--- src/core/sfcfe_consts.svh ---
// Opcodes, drive strength reset value and sequencing counts of the front end.
`ifndef SFCFE_CONSTS_SVH
`define SFCFE_CONSTS_SVH
`define OP_SET_WL     8'h06
`define OP_CLR_WL     8'h04
`define OP_VOL_WEN    8'h50
`define OP_RD_SR_LO   8'h05
`define OP_RD_SR_MID  8'h35
`define OP_RD_SR_HI   8'h15
`define OP_WR_SR_LO   8'h01
`define OP_WR_SR_MID  8'h31
`define OP_WR_SR_HI   8'h11
`define OP_READ       8'h03
`define OP_FAST_READ  8'h0b
`define OP_DUAL_OUT   8'h3b
`define OP_QUAD_OUT   8'h6b
`define OP_DUAL_IO    8'hbb
`define OP_QUAD_IO    8'heb
`define OP_QUAD_WORD  8'he7
`define OP_PROG       8'h02
`define OP_QUAD_PROG  8'h32
`define OP_FAST_PROG  8'hf2
`define OP_ERASE_4K   8'h20
`define OP_ERASE_32K  8'h52
`define OP_ERASE_64K  8'hd8
`define OP_CHIP_A     8'hc7
`define OP_CHIP_B     8'h60
`define OP_RST_ARM    8'h66
`define OP_RST_GO     8'h99
`define OP_SUSPEND    8'h75
`define OP_RESUME     8'h7a
`define DRV_RESET     2'h1
`define DUMMY_FAST    6'h08
`define DUMMY_QIO     6'h04
`define DUMMY_QWORD   6'h02
`define ADDR_LAST     2'h2
`endif

--- src/core/sfcfe_pkg.sv ---
// Types shared by the serial flash command front end.
package sfcfe_pkg;
	// Sequence phases, Gray coded in the order listed.
	typedef enum logic [2:0] {
		PH_IDLE = 3'h0, PH_OPC = 3'h1, PH_ADDR = 3'h3, PH_MODE = 3'h2,
		PH_DUMMY = 3'h6, PH_DIN = 3'h7, PH_DOUT = 3'h5, PH_SKIP = 3'h4
	} sfcfe_phase_t;
	// Commands handed to the array engine.
	typedef enum logic [3:0] {
		CK_NONE = 4'h0, CK_PROG = 4'h1, CK_ERASE_4K = 4'h2,
		CK_ERASE_32K = 4'h3, CK_ERASE_64K = 4'h4, CK_CHIP = 4'h5,
		CK_STATUS = 4'h6, CK_SUSPEND = 4'h7, CK_RESUME = 4'h8,
		CK_RESET = 4'h9
	} sfcfe_cmd_t;
endpackage

--- src/core/sfcfe_core.sv ---
// Serial flash command front end with its program data FIFO.
`timescale 1ns/10ps
`include "sfcfe_consts.svh"

// ****************************************
// Program data FIFO.
// ****************************************
module sfcfe_fifo #(
	parameter int W = 8,
	parameter int D = 16
) (
	input  wire logic         mclk,
	input  wire logic         sys_rst,
	input  wire logic         flush,
	input  wire logic [W-1:0] in_data,
	input  wire logic         in_valid,
	output logic              in_ready,
	output logic [W-1:0]      out_data,
	output logic              out_valid,
	input  wire logic         out_ready
);
	localparam int AW = $clog2(D);
	// Storage and pointers; the extra pointer bit tells full from empty.
	typedef struct packed {
		logic [D-1:0][W-1:0] mem;
		logic [AW:0]         wp;
		logic [AW:0]         rp;
	} sfcfe_fifo_t;
	sfcfe_fifo_t s, next_s;

	assign in_ready  = (s.wp[AW] == s.rp[AW])
		|| (s.wp[AW-1:0] != s.rp[AW-1:0]);
	assign out_valid = s.wp != s.rp;
	assign out_data  = s.mem[s.rp[AW-1:0]];

	// Flush wins so an aborted program leaves nothing behind.
	always_comb begin
		next_s = s;
		if (flush) begin
			next_s.rp = s.wp;
		end else begin
			if (in_valid && in_ready) begin
				next_s.mem[s.wp[AW-1:0]] = in_data;
				next_s.wp = s.wp + 1'b1;
			end
			if (out_valid && out_ready) begin
				next_s.rp = s.rp + 1'b1;
			end
		end
	end

	// Register the state.
	always_ff @(posedge mclk) begin
		if (sys_rst) begin
			s <= '0;
		end else begin
			s <= next_s;
		end
	end
endmodule // sfcfe_fifo

// How it works
// - Lock bits at 13..11, settable individually.
// - Lock bits are one-way, cleared only on power-up.
// - Protect complement bit 14, read/write.
// - Suspend sets erase or program suspend flag.
// - Resume, reset pair clear suspend flags.
// - High performance flag mirrors mode, read-only.
// - Drive strength bits, reset value 01.
// - Bits shifted MSB first on rising clock.
// - Opcode byte, then address/data as needed.
// - Select rise stops output, deselects.
// - Write commands need clock count multiple eight.
// - Partial program byte: nothing, latch kept.
// - Status reads repeat selected byte.
// - Status writes take one data byte.
// - Plain read immediate, fast read dummy byte.
// - Programs take address then streamed data.
// - Sector and block erases take address.
// - Writes refused without write enable latch; status writes also pass with volatile enable.
// - Latch clears on power-up and completion.
// - Busy bit reads engine progress.
module sfcfe_core
	import sfcfe_pkg::*;
(
	input  wire logic        mclk,
	input  wire logic        sys_rst,
	input  wire logic        sclk,
	input  wire logic        cs_n,
	input  wire logic [3:0]  io_in,
	output logic [3:0]       io_out,
	output logic [3:0]       io_oe,
	input  wire logic        busy,
	input  wire logic        erase_active,
	input  wire logic        program_active,
	input  wire logic        high_perf_operation,
	output logic [23:0]      rd_addr,
	input  wire logic [7:0]  rd_data,
	output logic             cmd_valid,
	output sfcfe_cmd_t       cmd_kind,
	output logic [23:0]      cmd_addr,
	output logic [7:0]       prog_data,
	output logic             prog_valid,
	input  wire logic        prog_ready,
	output logic             prog_overrun,
	output logic [23:0]      status_word,
	output logic [1:0]       drive_strength
);
	// ****************************************
	// State.
	// ****************************************
	typedef struct packed {
		logic         sclk_m, sclk_q, sclk_d; // Clock synchroniser.
		logic         cs_m, cs_q, cs_d;       // Select synchroniser.
		logic [3:0]   io_m, io_q;             // Data line synchroniser.
		sfcfe_phase_t ph;                     // Sequence phase.
		logic [7:0]   opc, sh;                // Opcode and input shifter.
		logic [3:0]   bitc;                   // Bits of current byte.
		logic [2:0]   clkm;                   // Clock count modulo eight.
		logic [1:0]   bcnt;                   // Address bytes taken.
		logic [5:0]   dcnt;                   // Dummy clocks left.
		logic [23:0]  addr;                   // Shifted address.
		logic [7:0]   mode_byte, wdata;       // Mode and status data.
		logic         wgot, any_data;         // Data byte seen.
		logic [7:0]   osh;                    // Output shifter.
		logic [3:0]   obits;                  // Bits sent of byte.
		logic [3:0]   io_out, io_oe;          // Pin drive.
		logic         cmd_valid;              // Command pulse.
		sfcfe_cmd_t   cmd_kind;
		logic [23:0]  cmd_addr, rd_addr;
		logic         push_v, overrun, flush; // FIFO feed.
		logic [7:0]   push_d;
		logic         wr_latch, vol_en, rst_armed, wl_pend, busy_d;
		logic [4:0]   bp;                     // Block protect field.
		logic [1:0]   srp;
		logic         qe, pcomp, esus, psus;
		logic [2:0]   lock;                   // Security lock bits.
		logic [1:0]   drv;                    // Drive strength.
		logic [23:0]  status_word;
	} sfcfe_state_t;
	sfcfe_state_t s, next_s;

	logic       fifo_in_ready; // FIFO can take the pending byte.
	logic       rise, fall, cs_rise, cs_fall, aligned, exec;
	logic [3:0] in_l, out_l, din, nbit, nob;
	logic [7:0] nsh, ob;

	// Edges are found on synchronised copies only.
	assign rise    = s.sclk_q & ~s.sclk_d & ~s.cs_q;
	assign fall    = ~s.sclk_q & s.sclk_d & ~s.cs_q;
	assign cs_rise = s.cs_q & ~s.cs_d;
	assign cs_fall = ~s.cs_q & s.cs_d;
	assign aligned = s.clkm == 3'h0;
	assign exec    = cs_rise && aligned
		&& (s.ph == PH_SKIP || s.ph == PH_DIN);

	// Lanes in use on input and output for the current opcode.
	always_comb begin
		in_l = 4'h1;
		if (s.ph == PH_ADDR || s.ph == PH_MODE) begin
			if (s.opc == `OP_DUAL_IO) begin
				in_l = 4'h2;
			end else if (s.opc == `OP_QUAD_IO || s.opc == `OP_QUAD_WORD) begin
				in_l = 4'h4;
			end
		end else if (s.ph == PH_DIN && s.opc == `OP_QUAD_PROG) begin
			in_l = 4'h4;
		end
		if (s.opc == `OP_DUAL_OUT || s.opc == `OP_DUAL_IO) begin
			out_l = 4'h2;
		end else if (s.opc == `OP_QUAD_OUT || s.opc == `OP_QUAD_IO
			|| s.opc == `OP_QUAD_WORD) begin
			out_l = 4'h4;
		end else begin
			out_l = 4'h1;
		end
		if (in_l == 4'h4) begin
			din = s.io_q;
		end else if (in_l == 4'h2) begin
			din = {2'h0, s.io_q[1:0]};
		end else begin
			din = {3'h0, s.io_q[0]};
		end
		nsh  = 8'((s.sh << in_l) | {4'h0, din});
		nbit = s.bitc + in_l;
		nob  = s.obits + out_l;
		// A new byte is fetched when the previous one is fully out.
		if (s.obits != 4'h0) begin
			ob = s.osh;
		end else if (s.opc == `OP_RD_SR_LO) begin
			ob = s.status_word[7:0];
		end else if (s.opc == `OP_RD_SR_MID) begin
			ob = s.status_word[15:8];
		end else if (s.opc == `OP_RD_SR_HI) begin
			ob = s.status_word[23:16];
		end else begin
			ob = rd_data;
		end
	end

	// ****************************************
	// Sequencer.
	// ****************************************
	always_comb begin
		next_s = s;
		next_s.sclk_m = sclk;
		next_s.sclk_q = s.sclk_m;
		next_s.sclk_d = s.sclk_q;
		next_s.cs_m = cs_n;
		next_s.cs_q = s.cs_m;
		next_s.cs_d = s.cs_q;
		next_s.io_m = io_in;
		next_s.io_q = s.io_m;
		next_s.cmd_valid = 1'b0;
		next_s.flush = 1'b0;
		next_s.busy_d = busy;
		// The pending byte waits here while the FIFO is full.
		if (s.push_v && fifo_in_ready) begin
			next_s.push_v = 1'b0;
		end
		// The latch drops once the engine finishes its job.
		if (s.wl_pend && s.busy_d && !busy) begin
			next_s.wr_latch = 1'b0;
			next_s.wl_pend = 1'b0;
		end
		// Status image; busy and the mode flag are live inputs.
		next_s.status_word = {1'b0, s.drv, high_perf_operation,
			4'h0, s.esus, s.pcomp, s.lock, s.psus, s.qe, s.srp,
			s.bp, s.wr_latch, busy};
		if (cs_rise) begin
			// Deselect: stop driving at once, even mid-bit.
			next_s.ph = PH_IDLE;
			next_s.io_oe = 4'h0;
			next_s.rst_armed = 1'b0;
			if (s.ph == PH_DIN && !aligned) begin
				next_s.flush = 1'b1;
			end
			if (exec) begin
				unique case (s.opc)
					`OP_SET_WL: next_s.wr_latch = 1'b1;
					`OP_CLR_WL: begin
						next_s.wr_latch = 1'b0;
						next_s.vol_en = 1'b0;
					end
					`OP_VOL_WEN: next_s.vol_en = 1'b1;
					`OP_RST_ARM: next_s.rst_armed = 1'b1;
					`OP_RST_GO: begin
						if (s.rst_armed) begin
							next_s.esus = 1'b0;
							next_s.psus = 1'b0;
							next_s.wr_latch = 1'b0;
							next_s.vol_en = 1'b0;
							next_s.cmd_valid = 1'b1;
							next_s.cmd_kind = CK_RESET;
						end
					end
					`OP_SUSPEND: begin
						next_s.esus = s.esus | erase_active;
						next_s.psus = s.psus | (program_active & ~erase_active);
						next_s.cmd_valid = 1'b1;
						next_s.cmd_kind = CK_SUSPEND;
					end
					`OP_RESUME: begin
						next_s.esus = 1'b0;
						next_s.psus = 1'b0;
						next_s.cmd_valid = 1'b1;
						next_s.cmd_kind = CK_RESUME;
					end
					`OP_WR_SR_LO, `OP_WR_SR_MID, `OP_WR_SR_HI: begin
						if (s.wgot && (s.wr_latch || s.vol_en) && !busy) begin
							if (s.opc == `OP_WR_SR_LO) begin
								next_s.bp = s.wdata[6:2];
								next_s.srp[0] = s.wdata[7];
							end else if (s.opc == `OP_WR_SR_MID) begin
								next_s.srp[1] = s.wdata[0];
								next_s.qe = s.wdata[1];
								next_s.lock = s.lock | s.wdata[5:3];
								next_s.pcomp = s.wdata[6];
							end else begin
								next_s.drv = s.wdata[6:5];
							end
							next_s.vol_en = 1'b0;
							next_s.cmd_valid = s.wr_latch;
							next_s.cmd_kind = CK_STATUS;
							next_s.wl_pend = s.wr_latch;
						end
					end
					`OP_ERASE_4K, `OP_ERASE_32K, `OP_ERASE_64K,
					`OP_CHIP_A, `OP_CHIP_B: begin
						if (s.wr_latch && !busy) begin
							next_s.cmd_valid = 1'b1;
							next_s.cmd_addr = s.addr;
							next_s.wl_pend = 1'b1;
							if (s.opc == `OP_ERASE_4K) begin
								next_s.cmd_kind = CK_ERASE_4K;
							end else if (s.opc == `OP_ERASE_32K) begin
								next_s.cmd_kind = CK_ERASE_32K;
							end else if (s.opc == `OP_ERASE_64K) begin
								next_s.cmd_kind = CK_ERASE_64K;
							end else begin
								next_s.cmd_kind = CK_CHIP;
							end
						end
					end
					`OP_PROG, `OP_QUAD_PROG, `OP_FAST_PROG: begin
						if (s.wr_latch && s.any_data && !s.overrun && !busy) begin
							next_s.cmd_valid = 1'b1;
							next_s.cmd_kind = CK_PROG;
							next_s.cmd_addr = s.addr;
							next_s.wl_pend = 1'b1;
						end else begin
							next_s.flush = 1'b1;
						end
					end
					default: ;
				endcase
			end
			// A byte still waiting outside the FIFO goes with the flush,
			// otherwise it would leak into the next program.
			if (next_s.flush) begin
				next_s.push_v = 1'b0;
			end
		end else if (cs_fall) begin
			next_s.ph = PH_OPC;
			next_s.bitc = 4'h0;
			next_s.clkm = 3'h0;
			next_s.bcnt = 2'h0;
			next_s.wgot = 1'b0;
			next_s.any_data = 1'b0;
			next_s.overrun = 1'b0;
			next_s.obits = 4'h0;
		end else if (rise) begin
			next_s.clkm = s.clkm + 3'h1;
			next_s.sh = nsh;
			next_s.bitc = (nbit == 4'h8) ? 4'h0 : nbit;
			unique case (s.ph)
				PH_OPC: begin
					if (nbit == 4'h8) begin
						next_s.opc = nsh;
						unique case (nsh)
							`OP_RD_SR_LO, `OP_RD_SR_MID, `OP_RD_SR_HI:
								next_s.ph = PH_DOUT;
							`OP_WR_SR_LO, `OP_WR_SR_MID, `OP_WR_SR_HI:
								next_s.ph = PH_DIN;
							`OP_READ, `OP_FAST_READ, `OP_DUAL_OUT, `OP_QUAD_OUT,
							`OP_DUAL_IO, `OP_QUAD_IO, `OP_QUAD_WORD, `OP_PROG,
							`OP_QUAD_PROG, `OP_FAST_PROG, `OP_ERASE_4K,
							`OP_ERASE_32K, `OP_ERASE_64K:
								next_s.ph = PH_ADDR;
							default: next_s.ph = PH_SKIP;
						endcase
					end
				end
				PH_ADDR: begin
					if (nbit == 4'h8) begin
						next_s.addr = {s.addr[15:0], nsh};
						next_s.bcnt = s.bcnt + 2'h1;
						if (s.bcnt == `ADDR_LAST) begin
							next_s.rd_addr = {s.addr[15:0], nsh};
							next_s.dcnt = `DUMMY_FAST;
							unique case (s.opc)
								`OP_READ: next_s.ph = PH_DOUT;
								`OP_FAST_READ, `OP_DUAL_OUT, `OP_QUAD_OUT:
									next_s.ph = PH_DUMMY;
								`OP_DUAL_IO, `OP_QUAD_IO, `OP_QUAD_WORD:
									next_s.ph = PH_MODE;
								`OP_PROG, `OP_QUAD_PROG, `OP_FAST_PROG:
									next_s.ph = PH_DIN;
								default: next_s.ph = PH_SKIP;
							endcase
						end
					end
				end
				PH_MODE: begin
					if (nbit == 4'h8) begin
						next_s.mode_byte = nsh;
						next_s.ph = (s.opc == `OP_DUAL_IO) ? PH_DOUT : PH_DUMMY;
						next_s.dcnt = (s.opc == `OP_QUAD_IO) ? `DUMMY_QIO
							: `DUMMY_QWORD;
					end
				end
				PH_DUMMY: begin
					next_s.dcnt = s.dcnt - 6'h1;
					if (s.dcnt == 6'h1) begin
						next_s.ph = PH_DOUT;
					end
				end
				PH_DIN: begin
					if (nbit == 4'h8) begin
						if (s.opc == `OP_WR_SR_LO || s.opc == `OP_WR_SR_MID
							|| s.opc == `OP_WR_SR_HI) begin
							next_s.wdata = nsh;
							next_s.wgot = 1'b1;
							next_s.ph = PH_SKIP;
						end else if (s.wr_latch) begin
							// Bytes flow into the FIFO; the engine acts later.
							next_s.any_data = 1'b1;
							if (s.push_v && !fifo_in_ready) begin
								next_s.overrun = 1'b1;
							end else begin
								next_s.push_v = 1'b1;
								next_s.push_d = nsh;
							end
						end
					end
				end
				default: ;
			endcase
		end else if (fall && s.ph == PH_DOUT) begin
			// Output changes on the falling edge for the host's next rise.
			if (s.obits == 4'h0 && !(s.opc == `OP_RD_SR_LO
				|| s.opc == `OP_RD_SR_MID || s.opc == `OP_RD_SR_HI)) begin
				next_s.rd_addr = s.rd_addr + 24'h1;
			end
			next_s.osh = 8'(ob << out_l);
			next_s.obits = (nob == 4'h8) ? 4'h0 : nob;
			if (out_l == 4'h4) begin
				next_s.io_out = ob[7:4];
				next_s.io_oe = 4'hf;
			end else if (out_l == 4'h2) begin
				next_s.io_out = {2'h0, ob[7:6]};
				next_s.io_oe = 4'h3;
			end else begin
				next_s.io_out = {2'h0, ob[7], 1'b0};
				next_s.io_oe = 4'h2;
			end
		end
	end

	// Register the state; reset leaves drive strength at its default.
	always_ff @(posedge mclk) begin
		if (sys_rst) begin
			s <= '{cs_m: 1'b1, cs_q: 1'b1, cs_d: 1'b1, ph: PH_IDLE,
				cmd_kind: CK_NONE, drv: `DRV_RESET, default: '0};
		end else begin
			s <= next_s;
		end
	end

	sfcfe_fifo #(.W(8), .D(16)) u_fifo (
		.mclk      (mclk),
		.sys_rst   (sys_rst),
		.flush     (s.flush),
		.in_data   (s.push_d),
		.in_valid  (s.push_v),
		.in_ready  (fifo_in_ready),
		.out_data  (prog_data),
		.out_valid (prog_valid),
		.out_ready (prog_ready)
	);

	assign io_out         = s.io_out;
	assign io_oe          = s.io_oe;
	assign rd_addr        = s.rd_addr;
	assign cmd_valid      = s.cmd_valid;
	assign cmd_kind       = s.cmd_kind;
	assign cmd_addr       = s.cmd_addr;
	assign prog_overrun   = s.overrun;
	assign status_word    = s.status_word;
	assign drive_strength = s.drv;
endmodule // sfcfe_core

--- config.mk ---
export PLATFORM = sky130hd
export DESIGN_NAME = sfcfe_core
export DESIGN_NICKNAME = d
export VERILOG_FILES = /design/src/core/sfcfe_pkg.sv /design/src/core/sfcfe_core.sv
export VERILOG_INCLUDE_DIRS = /design/src /design/src/core
export SDC_FILE = /design/constraint.sdc
export NUM_CORES = 1
export LEC_CHECK = 0
export ABC_AREA = 1
export BUFFER_PORTS_ARGS = -buffer_cell sky130_fd_sc_hd__buf_4
export CAP_MARGIN = 10
export CORE_MARGIN = 2
export CORE_UTILIZATION = 61
export DETAILED_ROUTE_END_ITERATION = 16
export GPL_TIMING_DRIVEN = 0
export PLACE_DENSITY = 0.8
export SYNTH_ARGS = -nofsm -noshare
export SYNTH_HDL_FRONTEND = slang
export SYNTH_SLANG_ARGS = --single-unit
export TNS_END_PERCENT = 10
--- constraint.sdc ---
create_clock -name mclk -period 4 [get_ports mclk]
set_input_delay 0.6 -clock mclk [delete_from_list [all_inputs] [get_ports mclk]]
set_output_delay 0.6 -clock mclk [all_outputs]
set_load 0.03 [all_outputs]
### Word level (Yosys, flattened, before mapping)

Cells that the tools add are included.

* add/subtract/negate cells: 8
* $lt $le $gt $ge: 3
* eq/ne operators: 88
* shift-type cells: 2
* mux-type cells: 103
* bitwise gates (word level): 25
* reduce and logical (&&, ||, !) cells: 94

Operator list (number)
* $mux W24: 7
* $bwmux W128: 1
* $eq A8 B8 Y1 const B: 12
* $eq A8 B6 Y1 const B: 10
* $mux W8: 10
* $mux W74: 1
* $eq A8 B7 Y1 const B: 9
* $mux W29: 2
* $pmux W24 S2: 1
* $mux W20: 2
* $mux W3: 12
* $mux W4: 9
* $reduce_and A5 Y1: 7
* $bmux W8 S4: 1
* $demux W8 S4: 1
* $eq A8 B2 Y1 const B: 4
* $eq A8 B3 Y1 const B: 4
* $eq A8 B5 Y1 const B: 4
* $mux W32: 1
* $pmux W5 S6: 1
* $reduce_and A7 Y1: 4
* $mux W25: 1
* $mux W5: 5
* $add A24 B1 Y24 const B: 1
* 64 further kinds: 213

* flip-flop bits (word level): 357
* input bits: 21
* output and inout port bits: 97
* logic and storage cells: 390

### Depth between registers and ports, before layout

* depth after elaboration: 16
* gate-level depth with buffers: 23
* gate-level depth less buffers: 23

### By module

A second synthesis with hierarchy kept.

* cells, all modules: 2615
* area total of the unflattened synthesis: 17514.3 um2

Modules (own cells, without submodules)
* sfcfe_core: instances 1, cells each 1440, area an instance 10332.4 um2, sequential area each 4063.9 um2
* sfcfe_fifo: instances 1, cells each 1175, area an instance 7181.9 um2, sequential area each 2762.6 um2

### Worst setup path after synthesis

No wires, ideal clock.

* path kind: register to register
* start: reg s[199] (netlist name)
* end: reg s[48] (netlist name)
* setup time: 116 ps
* data arrival time: 3047 ps
* data required time: 3884 ps
* path slack: 836 ps
* cell stages (with the launch flop): 20
* buffers on the path: 1
* period minus slack after synthesis: 3164 ps
* cell sequence: dfxtp_1 -> nand2_2 -> inv_2 -> nand2_4 -> nor2_4 -> nand2_4 -> nand2_4 -> nand2_2 -> ha_1 -> fa_1 -> xor2_1 -> nor3_1 -> nand2_1 -> nor2_1 -> inv_1 -> nor3_1 -> buf_2 -> nand3_1 -> o211ai_1 -> inv_1

* word-level cells in the longest chain between the ends: 8
* elaborated cells on any way between the ends: 23
* classes of those cells: add/sub (1); eq/ne (9); shift (1); mux (5); bitwise (2); reduce/logical (5)

Ends and longest elaborated chain
* start, declared: line sfcfe_core.sv:141 `sfcfe_state_t s, next_s;`
* start signal, assigned: line sfcfe_core.sv:433 `s <= '{cs_m: 1'b1, cs_q: 1'b1, cs_d: 1'b1, ph: PH_IDLE,`
* start signal, assigned: line sfcfe_core.sv:436 `s <= next_s;`
* $eq A8 B8 Y1
* $logic_or A1 B1 Y1 (no source line)
* $mux W3: line sfcfe_core.sv:163 `` end else if (s.opc == `OP_QUAD_IO || s.opc == `OP_QUAD_WORD) begin ``
* $mux W3: line sfcfe_core.sv:161 `` if (s.opc == `OP_DUAL_IO) begin ``
* $mux W4: line sfcfe_core.sv:160 `if (s.ph == PH_ADDR || s.ph == PH_MODE) begin`
* $add A4 B4 Y4 or $eq A4 B3 Y1 (tied branches): line sfcfe_core.sv:185, sfcfe_core.sv:177
* $eq A4 B4 Y1 or $mux W4 (tied branches): line sfcfe_core.sv:389, sfcfe_core.sv:177
* $reduce_and A8 Y1 (no source line) or $or A8 B4 Y8 (tied branches)

Parallel ways exist; a longest one is shown, timed or not.
A chain may end at the register's enable or synchronous reset.

### Final worst setup path

* start: reg s[195] (netlist name)
* end: reg s[162] (netlist name)

* word-level cells in the longest chain between the ends: 8
* elaborated cells on any way between the ends: 13
* classes of those cells: add/sub (1); eq/ne (5); mux (4); reduce/logical (3)

Ends and longest elaborated chain
* $eq A8 B8 Y1
* $logic_or A1 B1 Y1 (no source line)
* $mux W3: line sfcfe_core.sv:163
* $mux W3: line sfcfe_core.sv:161
* $mux W4 (*): line sfcfe_core.sv:160
* $add A4 B4 Y4 (*): line sfcfe_core.sv:185 `nbit = s.bitc + in_l;`
* $eq A4 B4 Y1 (*): line sfcfe_core.sv:355 `if (nbit == 4'h8) begin`
* $reduce_and A5 Y1 (no source line) (*)

Every way passes the cells marked *; elsewhere a longest branch is shown, timed or not.

==> impl_metrics.yaml <==
pwr:
  p_leak_nw: 7.687
  ir_worst_vdd_mv: 0.2785
  finalPower_mw: 8.377
  p_per_area_nw_per_um2: 438.1
sta:
  relSlewSlack_pct: 21.70
  slew_viol_final: 0
  fin_crit_ps: 3784
  grt_setup_unrepaired: "true"
  tightest_slew_ps: 1165
  hold_viol_final: 0
  fmax_mhz: 264.2
  setup_viol: 0
  skew_ps: 41.14
  period_share_pct: 94.61
critical_path:
  cp_max_fo: 10
  required_ps: 4410
  slowest_stage: "dfxtp_1"
  cp-startpoint: "s[195]"
  start_kind: "register"
  crit_chain: "inv_2 > nor2_1 > nand2_1 > nor2_4 > nand2_4 > nand2_4 > nand2_2 > ha_1 > fa_1 > xor2_1 > nor3_2 > nand2_2 > nor2_1 > inv_1 > nor2_2 > inv_1 > clkbuf_1 > o21ai_0 > a21oi_1"
  cp_top_family: "simple AND/OR/NAND/NOR gates"
  end_kind: "register"
  path_buf_inv: 4
  slowest_delay_ps: 400
  path_class: "register to register"
  rr_startpoint: "s[195]"
  cp.arrival_ps: 4190
global_routing:
  antenna_found_initial: 0
  gr-total-overflow: 0
  grt_max_degree: 15
  track_usage_pct: 36.03
  grt_pass1_wl_um: 81530
  grt_pass1_vias: 15420
yosys:
  ys_seq_area_share_pct: 41.10
  syn_area_um2: 16610
  synth_common_cells: "a21oi_1, o21ai_0, dfxtp_1, inv_1, nand2_1"
  async_reset_ff_share_pct: 0
  synth_cell_type_count: 57
  yosys.area.top_type: "dfxtp_1"
  ys_warn_count: 0
  synth_edf_count: 0
  synth_top_cell_area_share_pct: 41.10
  synth.avg_cell_area_um2: 7.200
  synth-seq-cells: 341
  syn_inst: 2307
  ys.flop_type: "dfxtp_1"
  synthTopCellsByArea: "dfxtp_1, a21oi_1, o21ai_0"
  synth_most_common_cell: "a21oi_1"
floorplan:
  io_pins: 118
  placementRows: 60
  die_x_um: 169.0
  die_area_um2: 28570
  die_h_um: 169.0
  design.core.area_um2: 26880
  start_util_pct: 61.81
flow_run:
  max-cap-violations: 0
cts:
  cts_tree: "done"
  clockBufferDepth: 3
  clk_pin_slew_ps: 60
  cts-root-buf: "clkbuf_16"
  insertion_delay_ps: 540
  clock_sinks: 341
  cts-hold-fix-buffers: 0
  htree_num_levels: 2
  cts_buffers: 36
layout:
  nets: 2503
  antennaDiodeCount: 0
  drive_above_1_share_pct: 13.87
  syn_to_final_growth_pct: 15.10
  design_area_um2: 19120
  n_fill_cell: 2267
route:
  viasPerCell: 5.831
  antenna_left: 0
  drc: 0
  vias: 16500
  wl_per_cell_um: 18.67
  wl_um: 52810
  drtPass1Iterations: 6
  first_iter_violations: 1862
placement:
  routabilityCongestion: 1.015
  portBuffers: 112
  hpwlAfterDp_um: 39060
  dpl-instance-area_um2: 17890
worst_hold_path:
  hold_start: "cs_n"
  hold_class: "primary input to register"
status:
  outcome: "finished clean"
## cell usage in the layout (no fill, tap or decap), types with 4 or more instances in the layout
master	instances
o31ai_1	4
nor2_1	168
buf_4	199
inv_2	14
clkbuf_8	8
buf_2	9
nand3_1	85
o22ai_1	6
a31oi_1	15
clkinv_1	4
clkinv_2	8
nand2_4	8
nor4_1	4
nor2_4	6
xnor2_1	4
a22oi_1	6
inv_1	312
xor2_1	13
buf_1	8
a311o_1	8
a211oi_1	10
nand3_2	8
nand2_2	14
nand2_1	211
ha_1	19
clkbuf_1	104
nor2_2	8
o211ai_1	17
clkbuf_16	38
a21oi_1	372
dfxtp_1	341
o21ai_0	347
nand3b_1	5
nor3_1	24
nand4_1	22
conb_1	5
## cell families after synthesis
| group | Yosys count | share of synthesized area (%) |
|---|---|---|
| compound gates | 810 | 25.86 |
| xor+xnor | 17 | 0.8963 |
| fa+ha+maj | 21 | 1.672 |
| buf+inv | 535 | 14.20 |
| flops | 341 | 41.10 |
| other cells | 1 | 0.02258 |
| simple gates | 582 | 16.25 |
## flip-flops by register name, indices dropped and copies added, names as in the netlist
name and flops:
cmd_kind 4, cmd_addr 24, cmd_valid 1, s 98
rd_addr 24, prog_overrun 1, next_s 23, status_word 19
drive_strength 2, u_fifo.s 138, io_oe 3, io_out 4
## worst paths after layout
check / to / cells after the start / slack (ps)
worst min-delay path: next_s[214] / 2 / 250
worst max register to register: s[162] / 19 / 220
worst min register to register: s[207] / 2 / 390
worst max-delay path: s[162] / 19 / 220
## power by group
part	switching, mW	internal, mW	total, mW
combinational	1.11	0.453	1.57
clock	1.41	1.96	3.37
sequential	0.0170	3.42	3.44
## timing repair
action,CTS,global route
resized for setup,2,4
buffers inserted,0,0
endpoints found under the setup margin,4,43
endpoints found under the hold margin,0,0
## stage by stage
stage	setup TNS [ps]	util, %	hold WS (ps)	setup WS, ps	std cells
after detailed placement	-182.7	66.58	397.0	-75.78	2764
after floorplan	0	-	388.3	836.3	2311
after CTS	0	71.08	247.6	76.74	2829
final	0	71.14	247.5	215.7	2829
after global routing	-29.05	71.14	250.7	-21.60	2829
after global placement	-14.17	66.58	395.7	-13.49	2764
## routing by layer
layer  GRT usage [%]  part of all wire, %  vias to the layer above
met5               0                    0                        -
met4           18.91                  5.3                        0
met3           5.401                  8.2                      182
met2           59.50                   46                      820
met1           45.83                   40                     7590
li1                -                    -                     7903
## cell type report
class	instances	area, µm²	share of cell area, %
inverter	331	1247	6.524
sequential	341	6827	35.70
timing repair buffer	112	840.8	4.398
tap	341	426.7	2.232
clock buffer	51	1080	5.648
buffer	204	1111	5.811
multi-input combinational	1435	7467	39.06
clock inverter	14	120.1	0.6282
Note: power is estimated with default switching activity, not from simulation.
